$ cat src/rpt_pkg.sv
// Purpose: Shared constants and types for the repeater path controller.
// Assumes: 125 MHz system clock, synchronous active-high reset.
// Notes: Times are kept in their own units; cycle counts derive from them.
package rpt_pkg;

  localparam int unsigned CLK_MHZ = 125;
  localparam int unsigned INIT_WAIT_MS = 10;
  localparam int unsigned IDLE_TIMEOUT_US = 3000;
  localparam int unsigned DETACH_HOLD_US = 3000;
  localparam int unsigned HOST_SOF_GAP_NS = 5000;
  localparam int unsigned HOST_HS_QUIET_US = 2950;
  localparam int unsigned SYNC_BITS = 32;
  localparam int unsigned SOF_EOP_BITS = 40;
  localparam int unsigned CNT_W = 24;

  // Derived cycle counts; the controller ones are shortened in simulation by top-level parameters.
  localparam int unsigned INIT_WAIT_CYC = INIT_WAIT_MS * 1000 * CLK_MHZ;
  localparam int unsigned IDLE_TIMEOUT_CYC = IDLE_TIMEOUT_US * CLK_MHZ;
  localparam int unsigned DETACH_HOLD_CYC = DETACH_HOLD_US * CLK_MHZ;
  localparam int unsigned HOST_SOF_GAP_CYC = (HOST_SOF_GAP_NS + 7) / 8 + 1;
  localparam int unsigned HOST_HS_QUIET_CYC = HOST_HS_QUIET_US * CLK_MHZ;

  // Encoded line states reported by the analog front end.
  localparam logic [1:0] LINE_SE0 = 2'h0;
  localparam logic [1:0] LINE_J = 2'h1;
  localparam logic [1:0] LINE_K = 2'h2;
  localparam logic [1:0] LINE_SE1 = 2'h3;

  // Path selection seen at the pins.
  localparam logic [1:0] PATH_OFF = 2'h0;
  localparam logic [1:0] PATH_SWITCH = 2'h1;
  localparam logic [1:0] PATH_RETIME = 2'h2;

  typedef enum logic [3:0] {
    ST_RESET, ST_INITIAL, ST_DISCONNECT, ST_FSLS, ST_CHIRP, ST_HS,
    ST_SUSPEND, ST_RESUME, ST_DETACH
  } path_state_t;

endpackage

$ cat src/rpt_link_if.sv
`timescale 1ns/1ns
// Purpose: Joins the repeater controller and its host-side partner.
// Assumes: Single clock; all signals synchronous to clk_sys.
// Notes: Line states are those the analog front end would report.
interface rpt_link_if;
  logic enable;
  logic detach_hold;
  logic [1:0] inner_line;
  logic [1:0] outer_line;
  logic inner_hs_activity;
  logic outer_hs_activity;
  logic inner_sof;
  logic outer_sof;
  logic disconnect_flag;
  logic [1:0] path_sel;
  logic outer_port_oe;
  logic inner_discon_en;
  logic outer_discon_en;
  logic [3:0] state_code;

  modport repeater (
    input enable, detach_hold, inner_line, outer_line, inner_hs_activity,
    outer_hs_activity, inner_sof, outer_sof, disconnect_flag,
    output path_sel, outer_port_oe, inner_discon_en, outer_discon_en,
    state_code
  );
  modport partner (
    output enable, detach_hold, inner_line, outer_line, inner_hs_activity,
    outer_hs_activity, inner_sof, outer_sof, disconnect_flag,
    input path_sel, outer_port_oe, inner_discon_en, outer_discon_en,
    state_code
  );
endinterface

$ cat src/rpt_path_ctrl.sv
// What this block does
// Reset holds both paths off, outer floating.
// Enable high in disconnect enters full/low-speed.
// Full/low-speed waits out the whole chirp.
// SE0 after chirp enters HS, re-timing path.
// Host waits over 5us before first SOF.
// HS re-times both directions, 32-bit SYNC.
// Host schedules around added re-timing delay.
// Disconnect detect only on non-SOF port.
// 3ms without HS falls back to passthrough.
// Nobody sends HS after 2.95ms quiet.
// After fallback: SE0 reset, J suspend.
// Suspended: SE0 reset, K starts resume.
// SE0 after K during resume re-enters HS.
// Host waits over 5us after resume.
// Resume restores previous disconnect-detect port.
// Detach on SOF EOP leaves HS.
// After detach, route through passthrough.
// Detach-hold floats outer port 3ms first.
// Host may drop enable after detach.
// Enable low enters disconnect, passthrough kept.
// Enable high again accepts new attach.
// Reset release reaches disconnect after 10ms.
// Front-end flags synchronised before use.
//
// Purpose: Path and state controller of a high-speed re-timing repeater.
// Assumes: Front-end flags may be asynchronous and are double-flopped.
// Notes: The re-timing datapath itself is outside; path_sel steers it.
`timescale 1ns/1ns
module rpt_path_ctrl
  import rpt_pkg::*;
#(
  parameter int unsigned INIT_CYC = rpt_pkg::INIT_WAIT_CYC,
  parameter int unsigned IDLE_CYC = rpt_pkg::IDLE_TIMEOUT_CYC,
  parameter int unsigned HOLD_CYC = rpt_pkg::DETACH_HOLD_CYC
) (
  input wire logic clk_sys,
  input wire logic reset,
  input wire logic active_low_chip_reset_n,
  rpt_link_if.repeater link
);
  import rpt_pkg::*;

  // ----------------------------------------------------------------
  // Input synchronisers
  // ----------------------------------------------------------------
  localparam int SW = 11;
  logic [SW-1:0] sync_a;
  logic [SW-1:0] sync_b;
  wire [SW-1:0] raw_in = {link.enable, link.detach_hold, link.inner_line,
    link.outer_line, link.inner_hs_activity, link.outer_hs_activity,
    link.inner_sof, link.outer_sof, link.disconnect_flag};

  always_ff @(posedge clk_sys) begin
    if (reset) begin
      sync_a <= '0;
      sync_b <= '0;
    end else begin
      sync_a <= raw_in;
      sync_b <= sync_a;
    end
  end

  wire en_s = sync_b[10];
  wire hold_s = sync_b[9];
  wire [1:0] in_line = sync_b[8:7];
  wire [1:0] out_line = sync_b[6:5];
  wire hs_act = sync_b[4] | sync_b[3];
  wire in_sof = sync_b[2];
  wire out_sof = sync_b[1];
  wire discon = sync_b[0];

  // ----------------------------------------------------------------
  // State and timer
  // ----------------------------------------------------------------
  path_state_t state;
  path_state_t next_state;
  logic [CNT_W-1:0] timer;
  logic sof_on_outer;
  logic chirp_seen;
  logic [1:0] prev_out;

  wire chip_in_reset = ~active_low_chip_reset_n;
  wire init_done = (timer >= CNT_W'(INIT_CYC - 1));
  wire idle_done = (timer >= CNT_W'(IDLE_CYC - 1));
  wire hold_done = (timer >= CNT_W'(HOLD_CYC - 1));
  wire in_hs = (state == ST_HS);
  wire in_se0 = (in_line == LINE_SE0);
  wire out_se0 = (out_line == LINE_SE0);
  wire chirp_tone = (in_line == LINE_K) || (in_line == LINE_J);
  // Resume ends only on an SE0 that directly follows K, not on any SE0.
  wire k_then_se0 = out_se0 && (prev_out == LINE_K);
  wire disc_port_flag = discon;

  always_comb begin
    next_state = state;
    case (state)
      ST_RESET: next_state = ST_INITIAL;
      ST_INITIAL: if (init_done) next_state = ST_DISCONNECT;
      ST_DISCONNECT: if (en_s) next_state = ST_FSLS;
      ST_FSLS: if (in_se0) next_state = ST_CHIRP;
      ST_CHIRP: begin
        // Only the SE0 that follows chirp tones ends the chirp.
        if (chirp_seen && in_se0) next_state = ST_HS;
      end
      ST_HS: begin
        if (disc_port_flag) begin
          next_state = hold_s ? ST_DETACH : ST_FSLS;
        end else if (idle_done) begin
          next_state = ST_SUSPEND;
        end
      end
      ST_SUSPEND: begin
        if (out_se0) next_state = ST_CHIRP;
        else if (out_line == LINE_K) next_state = ST_RESUME;
      end
      ST_RESUME: begin
        if (k_then_se0) next_state = ST_HS;
      end
      ST_DETACH: if (hold_done) next_state = ST_FSLS;
      default: next_state = ST_RESET;
    endcase
    if (state != ST_RESET && state != ST_INITIAL && !en_s) begin
      next_state = ST_DISCONNECT;
    end
  end

  // Timer restarts on every state change and on HS traffic.
  wire timer_clr = (next_state != state) || (in_hs && hs_act);

  // Chip reset skips the synchronisers so both paths stop at once.
  always_ff @(posedge clk_sys) begin
    if (reset || chip_in_reset) begin
      state <= ST_RESET;
      timer <= '0;
      chirp_seen <= 1'b0;
      prev_out <= LINE_SE0;
    end else begin
      state <= next_state;
      timer <= timer_clr ? '0 : timer + CNT_W'(1);
      prev_out <= out_line;
      if (state != ST_CHIRP) chirp_seen <= 1'b0;
      else if (chirp_tone) chirp_seen <= 1'b1;
    end
  end

  // SOF port memory survives suspend so resume restores it.
  always_ff @(posedge clk_sys) begin
    if (reset || chip_in_reset) begin
      sof_on_outer <= 1'b0;
    end else if (in_hs && in_sof) begin
      sof_on_outer <= 1'b0;
    end else if (in_hs && out_sof) begin
      sof_on_outer <= 1'b1;
    end
  end

  // ----------------------------------------------------------------
  // Outputs, all registered
  // ----------------------------------------------------------------
  wire paths_off = (next_state == ST_RESET) || (next_state == ST_DETACH);
  wire retime = (next_state == ST_HS);
  wire [1:0] next_path = paths_off ? PATH_OFF :
    (retime ? PATH_RETIME : PATH_SWITCH);
  wire next_oe = !paths_off;

  always_ff @(posedge clk_sys) begin
    if (reset || chip_in_reset) begin
      link.path_sel <= PATH_OFF;
      link.outer_port_oe <= 1'b0;
      link.inner_discon_en <= 1'b0;
      link.outer_discon_en <= 1'b0;
      link.state_code <= 4'h0;
    end else begin
      link.path_sel <= next_path;
      link.outer_port_oe <= next_oe;
      link.inner_discon_en <= retime && sof_on_outer;
      link.outer_discon_en <= retime && !sof_on_outer;
      link.state_code <= 4'(next_state);
    end
  end

endmodule // rpt_path_ctrl

$ cat src/flat_wrapper.sv
// flat-port wrapper written by rule: the top's interface ports become plain ports
module rpt_path_ctrl_flat import rpt_pkg::*;
#(
  parameter int unsigned INIT_CYC = rpt_pkg::INIT_WAIT_CYC,
  parameter int unsigned IDLE_CYC = rpt_pkg::IDLE_TIMEOUT_CYC,
  parameter int unsigned HOLD_CYC = rpt_pkg::DETACH_HOLD_CYC
)
  (clk_sys, reset, active_low_chip_reset_n, link_enable, link_detach_hold, link_inner_line, link_outer_line, link_inner_hs_activity, link_outer_hs_activity, link_inner_sof, link_outer_sof, link_disconnect_flag, link_path_sel, link_outer_port_oe, link_inner_discon_en, link_outer_discon_en, link_state_code);
  rpt_link_if link_i ();
  input wire logic clk_sys;
  input wire logic reset;
  input wire logic active_low_chip_reset_n;
  input wire logic [$bits(link_i.enable)-1:0] link_enable;
  input wire logic [$bits(link_i.detach_hold)-1:0] link_detach_hold;
  input wire logic [$bits(link_i.inner_line)-1:0] link_inner_line;
  input wire logic [$bits(link_i.outer_line)-1:0] link_outer_line;
  input wire logic [$bits(link_i.inner_hs_activity)-1:0] link_inner_hs_activity;
  input wire logic [$bits(link_i.outer_hs_activity)-1:0] link_outer_hs_activity;
  input wire logic [$bits(link_i.inner_sof)-1:0] link_inner_sof;
  input wire logic [$bits(link_i.outer_sof)-1:0] link_outer_sof;
  input wire logic [$bits(link_i.disconnect_flag)-1:0] link_disconnect_flag;
  output wire logic [$bits(link_i.path_sel)-1:0] link_path_sel;
  output wire logic [$bits(link_i.outer_port_oe)-1:0] link_outer_port_oe;
  output wire logic [$bits(link_i.inner_discon_en)-1:0] link_inner_discon_en;
  output wire logic [$bits(link_i.outer_discon_en)-1:0] link_outer_discon_en;
  output wire logic [$bits(link_i.state_code)-1:0] link_state_code;
  assign link_i.enable = link_enable;
  assign link_i.detach_hold = link_detach_hold;
  assign link_i.inner_line = link_inner_line;
  assign link_i.outer_line = link_outer_line;
  assign link_i.inner_hs_activity = link_inner_hs_activity;
  assign link_i.outer_hs_activity = link_outer_hs_activity;
  assign link_i.inner_sof = link_inner_sof;
  assign link_i.outer_sof = link_outer_sof;
  assign link_i.disconnect_flag = link_disconnect_flag;
  assign link_path_sel = link_i.path_sel;
  assign link_outer_port_oe = link_i.outer_port_oe;
  assign link_inner_discon_en = link_i.inner_discon_en;
  assign link_outer_discon_en = link_i.outer_discon_en;
  assign link_state_code = link_i.state_code;
  rpt_path_ctrl #(.INIT_CYC(INIT_CYC), .IDLE_CYC(IDLE_CYC), .HOLD_CYC(HOLD_CYC)) u_core (.clk_sys(clk_sys), .reset(reset), .active_low_chip_reset_n(active_low_chip_reset_n), .link(link_i));
endmodule
$ cat config.mk
export PLATFORM = sky130hd
export DESIGN_NAME = rpt_path_ctrl_flat
export DESIGN_NICKNAME = d
export VERILOG_FILES = /design/src/rpt_pkg.sv /design/src/rpt_link_if.sv /design/src/rpt_path_ctrl.sv /design/src/flat_wrapper.sv
export SDC_FILE = /design/constraint.sdc
export NUM_CORES = 1
export LEC_CHECK = 0
export BUFFER_PORTS_ARGS = -buffer_cell sky130_fd_sc_hd__buf_2
export CAP_MARGIN = 40
export CORE_MARGIN = 5
export CORE_UTILIZATION = 50
export DETAILED_ROUTE_END_ITERATION = 12
export GPL_ROUTABILITY_DRIVEN = 0
export PLACE_DENSITY = 0.69
export REMOVE_ABC_BUFFERS = 1
export SLEW_MARGIN = 25
export SYNTH_ARGS = -nofsm -noshare
export SYNTH_HDL_FRONTEND = slang
export SYNTH_SLANG_ARGS = --single-unit
$ cat constraint.sdc
create_clock -name clk_sys -period 3.4 [get_ports clk_sys]
set_input_delay 0.68 -clock clk_sys [delete_from_list [all_inputs] [get_ports clk_sys]]
set_output_delay 0.68 -clock clk_sys [all_outputs]
set_load 0.03 [all_outputs]
# Word level (Yosys, flattened, before mapping)
# Index checks and enable logic that the tools add are counted.
[op_classes]
addsub = 1
magnitude_cmp = 2
n_eq_ne = 17
muxes = 14
bitwise_logic = 2
n_reduce_logical = 25
[ops]
columns = ["cell", "count"]
rows = [
  ["2-to-1 mux 4 bit", 12],
  ["one-hot mux 4 bit (9 select lines)", 1],
  ["adder 24 x 1 -> 24 bit, second input constant", 1],
  ["greater-or-equal comparator 24 x 19 -> 1 bit, second input constant", 1],
  ["greater-or-equal comparator 24 x 21 -> 1 bit, second input constant", 1],
  ["equality test 4 x 3 -> 1 bit, second input constant", 5],
  ["logical AND 1 bit", 9],
  ["equality test 4 x 2 -> 1 bit, second input constant", 2],
  ["equality test 4 bit, second input constant", 2],
  ["zero test 4 bit", 2],
  ["OR reduction 2 bit", 4],
  ["equality test 2 bit, second input constant", 3],
  ["equality test 4 x 1 -> 1 bit, second input constant", 1],
  ["zero test 2 bit", 2],
  ["logical OR 1 bit", 4],
  ["inequality test 4 x 1 -> 1 bit, second input constant", 1],
  ["inequality test 4 x 3 -> 1 bit, second input constant", 1],
  ["inequality test 4 bit", 1],
  ["nonzero test 4 bit", 1],
  ["zero test 1 bit", 3],
  ["equality test 2 x 1 -> 1 bit, second input constant", 1],
  ["2-to-1 mux 2 bit", 1],
  ["NOT 1 bit", 1],
  ["bitwise OR 1 bit", 1],
]
[totals]
regBits = 59
inputBits = 14
out_inout_bits = 9
elab_cells = 72

# Logic depth before layout (Yosys ltp)
# Gate-level depths: netlist of the first run.
[depth]
word_depth = 8
mapped_depth = 10
depth_no_buf = 9

# Least setup slack after synthesis of the first run
# Ideal clock, no wire load.
[synth_path]
kind = "register to register"
start = "register u_core.link.state_code[0] (netlist name)"
end = "register u_core.timer[14]"
arrival_time_ps = 2329
required_ps = 3337
setup_slack_ps = 1008
stages_incl_launch_ff = 10
path_buffers = 3
synth_period_minus_slack_ps = 2392
path_cell_list = "dfxtp_1 buf_6 a21oi_2 or4_1 buf_2 mux2_4 a211oi_2 o2111ai_2 buf_6 nor2_2"
[synth_rtl]
columns = ["item", "line", "source"]
rows = [
  ["end signal: assignment", "rpt_path_ctrl.sv:140", "timer <= timer_clr ? '0 : timer + CNT_W'(1);"],
  ["end: declaration", "rpt_path_ctrl.sv:78", "logic [CNT_W-1:0] timer;"],
]

# Final worst setup path of the first run
[layout_path]
start = "register u_core.timer[0]"
end = "register u_core.timer[23]"
[layout_between]
elab_chain_cells = 8
[layout_lines]
columns = ["item", "line", "source"]
rows = [
  ["greater-or-equal comparator 24 x 19 -> 1 bit", "rpt_path_ctrl.sv:85, rpt_path_ctrl.sv:86", ""],
  ["2-to-1 mux 4 bit", "rpt_path_ctrl.sv:109", "end else if (idle_done) begin"],
  ["2-to-1 mux 4 bit", "rpt_path_ctrl.sv:107", "if (disc_port_flag) begin"],
  ["one-hot mux 4 bit (9 select lines)", "rpt_path_ctrl.sv:97", "case (state)"],
  ["2-to-1 mux 4 bit", "rpt_path_ctrl.sv:123", "if (state != ST_RESET && state != ST_INITIAL && !en_s) begin"],
  ["inequality test 4 bit", "rpt_path_ctrl.sv:129", "wire timer_clr = (next_state != state) || (in_hs && hs_act);"],
  ["logical OR 1 bit", "rpt_path_ctrl.sv:129", ""],
  ["OR reduction 2 bit (no source line)", "--", ""],
]
# Parallel ways exist; a longest one is shown, timed or not.
# A chain may end at the register's enable or synchronous reset.

==> reports/results.txt, run 1 <==
DRC Markers = 0
Final max-slew violation count = 0
Critical path class = flop to flop
Layout Area Growth over Synthesis = 12.4%
Worst Clk Skew = 0.00722 ns
Status = finished, final reports clean
CTS tree = done
Synth Cell Area = 2660 µm²
Initial drt markers = 84
Area leader, netlist = dfxtp_1
Post-synth top flop = dfxtp_1
CTS root buf = clkbuf_8
Crit path cell chain = ha_1 > and3_1 > o311ai_1 > a211oi_1 > nor4b_2 > mux2i_1 > o2111ai_2 > buf_4 > nor2_1
Slowest stage delay, CP = 0.36 ns
Antenna cells = 0
Critical Path Source Type = flop
Maximum VDD drop = 0.000376 V
# IOs = 23
NetSw = 0.000323 W
Leak = 1.12 nW
CTS H-Tree Depth = 3
Wire per inst = 12.2 µm
Sequential power share = 51.2%
Clk slew on worst S/H paths = 0.07 ns
Crit-path slowest cell = o311ai_1
Largest net degree at the start of global routing = 25
Final nets = 324
Total Routed Length = 4.66 mm
Fmax = 0.392 GHz
Rel. slew slack = 54.3%
CTS max path bufs = 2
Worst slew pin tran = 0.681 ns
Die Height = 82.9 µm
Vias in the first global route = 1818
Detail Route Antenna Nets = 0
Worst Hold Class = flop to flop
Crit path time final = 2.55 ns
Top-area cell type share of the netlist area = 44.4%
Syn Area/Cell = 9.36 µm²
Post-cts resize count = 0
Synth unique cells = 61
Worst path required time = 3.67 ns
Worst-skew pair later-pin latency = 0.34 ns
Core Util, Final = 58.1%
Synth warn = 0
Starting Density = 51.7%
Via Count = 1941
TritonCTS Buffers = 9
Vias per cell = 5.07
Data arrival time of the worst path = 2.83 ns
Clock power share = 45.1%
Comb power frac = 3.7%
GRT Overall Usage = 14.7%
Synth top area cells = dfxtp_1 (44%), nor2b_1 (5.6%), xor2_1 (4.9%)
Clock Sinks = 59
Post-CTS Setup Bufs = 0
Post-Syn Instances = 284
Post-DP HPWL = 3.32 mm
Full die area = 6870 µm²
PD cells = 467 nW/µm²
Sw frac = 23.1%
Hold buffers post-CTS = 0
Final setup viols = 0
Fin Setup TNS = 0 ns
Seq cells post-synth = 59
CP top delay family = simple AND/OR/NAND/NOR gates
CP Buf/Inv Count = 1
Initial antenna violation count = 0
Worst setup EP type = flop
DRT Pass-1 Iters = 4
Tcrit/Tclk final = 75.1%
Int Power = 0.00107 W
Core area = 5140 µm²
GRT overflow = 0
Post-synth ARST share = 0%
Row Count = 26
RSZ-0062 raised after global routing = no
Share of layout cells above drive strength 1 = 25.2%
CP Max Fanout = 24
MaxCap Viol Count = 0
Number of port buffers = 22
Sequential share of the synthesized area = 44.4%
Global-route wire length before repair = 8.22 mm
DIE WIDTH = 82.9 µm
Final Hold Fails = 0
EDFF count, synth = 0
power groups by stage:
stage	clock network (W)	logic, W	registers, W
after detailed placement	0	0.0000524	0.000729
final	0.000629	0.0000517	0.000714
after global placement	0	0.0000520	0.000729
after CTS	0.000650	0.0000527	0.000714
after floorplan	0	0.0000296	0.000731
after global routing	0.000689	0.0000580	0.000715
layer usage:
metal  routed length [µm]  track usage [%]
met2                 2070             21.9
met3                  212             6.34
met4                   81             5.79
met1                 2300             18.7
met5                    0                0
layout make-up:
type | count | area (µm²)
inverter | 11 | 41.3
tap | 70 | 87.6
sequential | 59 | 1180
clock inverter | 7 | 76.3
fill | 500 | 2150
multi-input combinational | 203 | 1360
timing repair buffer | 24 | 123
clock buffer | 9 | 124
worst reg2reg max path, delay by kind of cell, from the launching register on:
kind | cells | cell delay (ns)
AOI/OAI and AO/OA | 3 | 0.66
adders and majority gates | 1 | 0.24
buffers and inverters | 1 | 0.26
DFF | 1 | 0.34
muxes | 1 | 0.27
and+or+nand+nor | 3 | 0.74
cells by family (layout without fill, tap and decap cells):
family | after synthesis | count (layout) | synth area share [%]
AND/OR/NAND/NOR | 139 | 139 | 30.4
adder cells (fa/ha/maj) | 2 | 2 | 0.941
multiplexers | 2 | 2 | 0.941
flip-flops | 59 | 59 | 44.4
AO/OA/AOI/OAI | 38 | 38 | 11.4
XOR/XNOR | 22 | 22 | 7.25
buffers and inverters | 22 | 51 | 4.57
synth_stat cells, types with 2 or more instances:
cell	instances
buf_6	3
xnor2_1	7
nand3b_1	2
inv_1	11
and3_2	2
o21ai_0	7
nand2_1	15
xor2_1	15
a21oi_1	6
nor4_1	3
a211oi_1	4
nand3_1	15
nand4_1	7
clkbuf_1	4
dfxtp_1	59
nor2_2	20
nor3_1	4
nor2_1	25
ha_1	2
o211ai_1	2
nor2b_1	24
nor4b_2	2
a31oi_1	2
and3_1	5
buf_2	2
layout by cell type (no fill, tap or decap), types with 2 or more instances in the layout:
cell,Yosys,routed
a211oi_1,4,4
a21oi_1,6,6
a31oi_1,2,2
and3_1,5,5
and3_2,2,2
buf_2,2,22
clkbuf_8,1,9
clkinvlp_4,0,2
dfxtp_1,59,59
ha_1,2,2
inv_1,11,11
inv_6,0,2
nand2_1,15,15
nand3_1,15,15
nand3b_1,2,2
nand4_1,7,7
nor2_1,25,25
nor2_2,20,20
nor2b_1,24,24
nor3_1,4,4
nor4_1,3,3
nor4b_2,2,2
o211ai_1,2,2
o21ai_0,7,7
xnor2_1,7,7
xor2_1,15,15
final timing paths:
path	from	endpoint	slack (ns)	cells after the start
worst max register to register	u_core.timer[0]$_SDFF_PP0_	u_core.timer[23]$_SDFF_PP0_	0.85	9
worst max-delay path	u_core.timer[0]$_SDFF_PP0_	u_core.timer[23]$_SDFF_PP0_	0.85	9
worst min register to register	u_core.sync_b[2]$_SDFF_PP0_	u_core.sof_on_outer$_SDFFE_PP0P_	0.40	1
worst min-delay path	u_core.sync_b[2]$_SDFF_PP0_	u_core.sof_on_outer$_SDFFE_PP0P_	0.40	1
state kept, by name (all words and copies together), names as in the netlist:
signal and count:
u_core.sof_on_outer 1, u_core.link.outer_port_oe 1, u_core.sync_a 11, u_core.timer 24
u_core.sync_b 11, u_core.link.inner_discon_en 1, u_core.link.state_code 4, u_core.prev_out 2
u_core.link.path_sel 2, u_core.link.outer_discon_en 1, u_core.chirp_seen 1
per-stage QoR:
stage | cells | setup WS (ns) | hold slack [ns] | power, W | cell area, µm²
2_1_floorplan | 273 | 0.624 | 0.390 | 0.000761 | 2580
3_3_place_gp | 366 | 0.909 | 0.394 | 0.000781 | 2780
3_5_place_dp | 366 | 0.848 | 0.397 | 0.000782 | 2780
4_1_cts | 382 | 0.823 | 0.406 | 0.00142 | 2980
5_1_grt | 383 | 0.653 | 0.444 | 0.00146 | 2990
6_report | 383 | 0.848 | 0.403 | 0.00139 | 2990
No activity file was read; power rests on OpenSTA's default activity.
==> run 2: changes to the inputs <==
--- a/config.mk
+++ b/config.mk
@@ -11,7 +11,7 @@
 export CORE_UTILIZATION = 50
 export DETAILED_ROUTE_END_ITERATION = 12
 export GPL_ROUTABILITY_DRIVEN = 0
-export PLACE_DENSITY = 0.69
+export PLACE_DENSITY = 0.71
 export REMOVE_ABC_BUFFERS = 1
 export SLEW_MARGIN = 25
 export SYNTH_ARGS = -nofsm -noshare
==> constraint.sdc (replaced) <==
create_clock -name clk_sys -period 2.3 [get_ports clk_sys]
set_input_delay 0.46 -clock clk_sys [delete_from_list [all_inputs] [get_ports clk_sys]]
set_output_delay 0.46 -clock clk_sys [all_outputs]
set_load 0.03 [all_outputs]
==> run 2 against run 1 <==
- the run now ends with setup timing left
- worst setup slack worse by 0.88 ns
- worst hold slack worse by 0.087 ns
- clock power is 51% higher
- register-to-register slack got worse by 0.88 ns
- utilization increased by 5.3 points
- sequential power rose by 47%
- die area unchanged
- maximum frequency up 9.6%
- via count is 11% higher
- total power grew 50%
- first-iteration DRC count grew 57%
- critical endpoint unchanged
- largest cell class unchanged
- largest power group unchanged
- highest routed layer unchanged
==> reports/results.txt, run 2 (same netlist as run 1, synthesis figures left out) <==
Data arrival time of the worst path = 2.57 ns
Clk slew on worst S/H paths = 0.07 ns
Via Count = 2147
Status = finished, violations left
Tcrit/Tclk final = 101%
Power, Total = 0.00209 W
DIE WIDTH = 82.9 µm
Post-DP HPWL = 3.80 mm
Hold buffers post-CTS = 0
PD cells = 642 nW/µm²
Starting Density = 51.7%
Reg-to-reg startpoint = u_core.timer[11]$_SDFF_PP0_
Worst Hold End = u_core.sync_a[5]$_SDFF_PP0_
Initial antenna violation count = 0
Cell total after placement = 392
Failing checks = setup timing
Pre-CTS setup slack = -0.0654 ns
GRT Overall Usage = 16.8%
DRT Pass-1 Iters = 4
Crit path time final = 2.33 ns
Slowest stage delay, CP = 0.39 ns
Rel. slew slack = 70.5%
Worst slew pin tran = 0.442 ns
Vias in the first global route = 2088
GRT overflow = 0
Maximum VDD drop = 0.000473 V
PnR worst setup slack = -0.0278 ns
RSZ-0062 raised after global routing = yes
Reg-to-reg endpoint = u_core.timer[23]$_SDFF_PP0_
Total Routed Length = 5.49 mm
Detail Route Antenna Nets = 0
Min-delay src = link_outer_line[0]
# IOs = 23
Final max-slew violation count = 0
Most frequent cells in the layout = dfxtp_1 (57), buf_4 (27), nor2_1 (25), nor2b_1 (24), buf_2 (22)
Reg2reg setup slack = -0.03 ns
CTS max path bufs = 2
Max FFs per register = 24
Share of layout cells above drive strength 1 = 33.3%
Global-route wire length before repair = 9.47 mm
CTS tree = done
Layout Area Growth over Synthesis = 22.7%
Vias per cell = 5.25
Number of port buffers = 22
Antenna cells = 0
Crit-path slowest cell = nor4_4
Worst Clk Skew = 0.0101 ns
Largest Register = u_core.timer
Worst path most repeated cell = buf_4
Clock Sinks = 59
Fmax = 0.430 GHz
DRC Markers = 0
Die Height = 82.9 µm
MaxCap Viol Count = 0
Critical Path Source Type = flop
Finished Layout Cells = 409
Cell count of the worst reg-to-reg path = 10
CTS root buf = clkbuf_8
CP Max Fanout = 24
Initial drt markers = 132
Final setup viols = 16
Worst setup EP type = flop
Leak = 1.28 nW
Full die area = 6870 µm²
TritonCTS Buffers = 9
Top Registers = u_core.timer x24, u_core.sync_a x11, u_core.sync_b x11
Row Count = 26
Worst path required time = 2.54 ns
Core area = 5140 µm²
WHS Path Cells = 2
Crit path cell chain = buf_4 > nand4_1 > nor4_4 > o211a_1 > buf_4 > nor2b_2 > a211o_2 > o2111ai_2 > buf_12 > nor2_1
Critical path class = flop to flop
Largest net degree at the start of global routing = 25
Final nets = 350
Worst-skew pair later-pin latency = 0.35 ns
Fill cell count = 448
Wire per inst = 13.4 µm
CTS H-Tree Depth = 3
Final Hold Fails = 0
Worst Hold Class = primary input to flop
Most common cell after layout, fill and taps aside = dfxtp_1
==> run 2: cell types whose count changed in the layout (fill, tap and decap cells not counted), moves of 2 or more <==
cell      previous run  this run
dfxtp_2              0         2
a211oi_1             4         2
nor4b_4              0         2
a211oi_2             1         3
dfxtp_1             59        57
buf_4                1        27
==> run 2: metal layers <==
metal | global-route usage, % | vias up | wire length, µm
li1 | - | 1079 | -
met1 | 20.5 | 1010 | 2440
met3 | 5.64 | 11 | 305
met4 | 8.02 | 0 | 129
met2 | 26.7 | 47 | 2620
met5 | 0 | - | 0
==> run 2: power by group <==
group	internal (W)	total [W]	switching, W
sequential	0.00104	0.00105	0.00000906
combinational	0.0000419	0.0000907	0.0000488
clock	0.000506	0.000948	0.000442
total	0.00159	0.00209	0.000500
==> run 2: worst max-delay path by stage <==
stage | end | start | slack (ns)
3_5_place_dp | u_core.timer[19]$_SDFF_PP0_ | u_core.timer[0]$_SDFF_PP0_ | -0.07
2_1_floorplan | u_core.timer[10]$_SDFF_PP0_ | u_core.link.state_code[2]$_SDFF_PP0_ | -0.48
3_3_place_gp | u_core.timer[23]$_SDFF_PP0_ | u_core.timer[0]$_SDFF_PP0_ | -0.003
4_1_cts | u_core.timer[19]$_SDFF_PP0_ | u_core.timer[8]$_SDFF_PP0_ | -0.01
6_report | u_core.timer[23]$_SDFF_PP0_ | u_core.timer[11]$_SDFF_PP0_ | -0.03
5_1_grt | u_core.timer[19]$_SDFF_PP0_ | u_core.timer[8]$_SDFF_PP0_ | -0.15
==> run 2: repair_timing <==
item / 4_1_cts / 5_1_grt
gates resized for setup: 10 / 1
pin swaps: 2 / 1
setup buffers: 0 / 1
setup endpoints to repair: 24 / 26
==> run 2: worst max-delay path, delay by kind of cell (launching register included) <==
| family | cells | cell delay, ns |
|---|---|---|
| simple gates | 4 | 0.67 |
| flops | 1 | 0.34 |
| compound gates | 3 | 0.70 |
| buf+inv | 3 | 0.50 |
==> run 2: final cells by class <==
class | instances | area, µm² | area share (%)
clock inverters | 7 | 76.3 | 2.34
multi-input cells | 203 | 1420 | 43.4
flip-flops and latches | 59 | 1180 | 36.3
inverters | 11 | 41.3 | 1.27
clock buffers | 9 | 124 | 3.80
repair buffers | 50 | 333 | 10.2
well taps | 70 | 87.6 | 2.69
==> run 2: through the flow <==
step                      setup TNS (ns)  hold slack, ns  utilization [%]  instance area (µm²)
after global routing               -3.10           0.305             63.4                 3260
after floorplan                   -11.33           0.390                -                 2580
after CTS                        -0.0290           0.301             63.1                 3250
final                             -0.212           0.316             63.4                 3260
after detailed placement           -1.14           0.403             58.2                 2990
after global placement          -0.00250           0.395             58.2                 2990
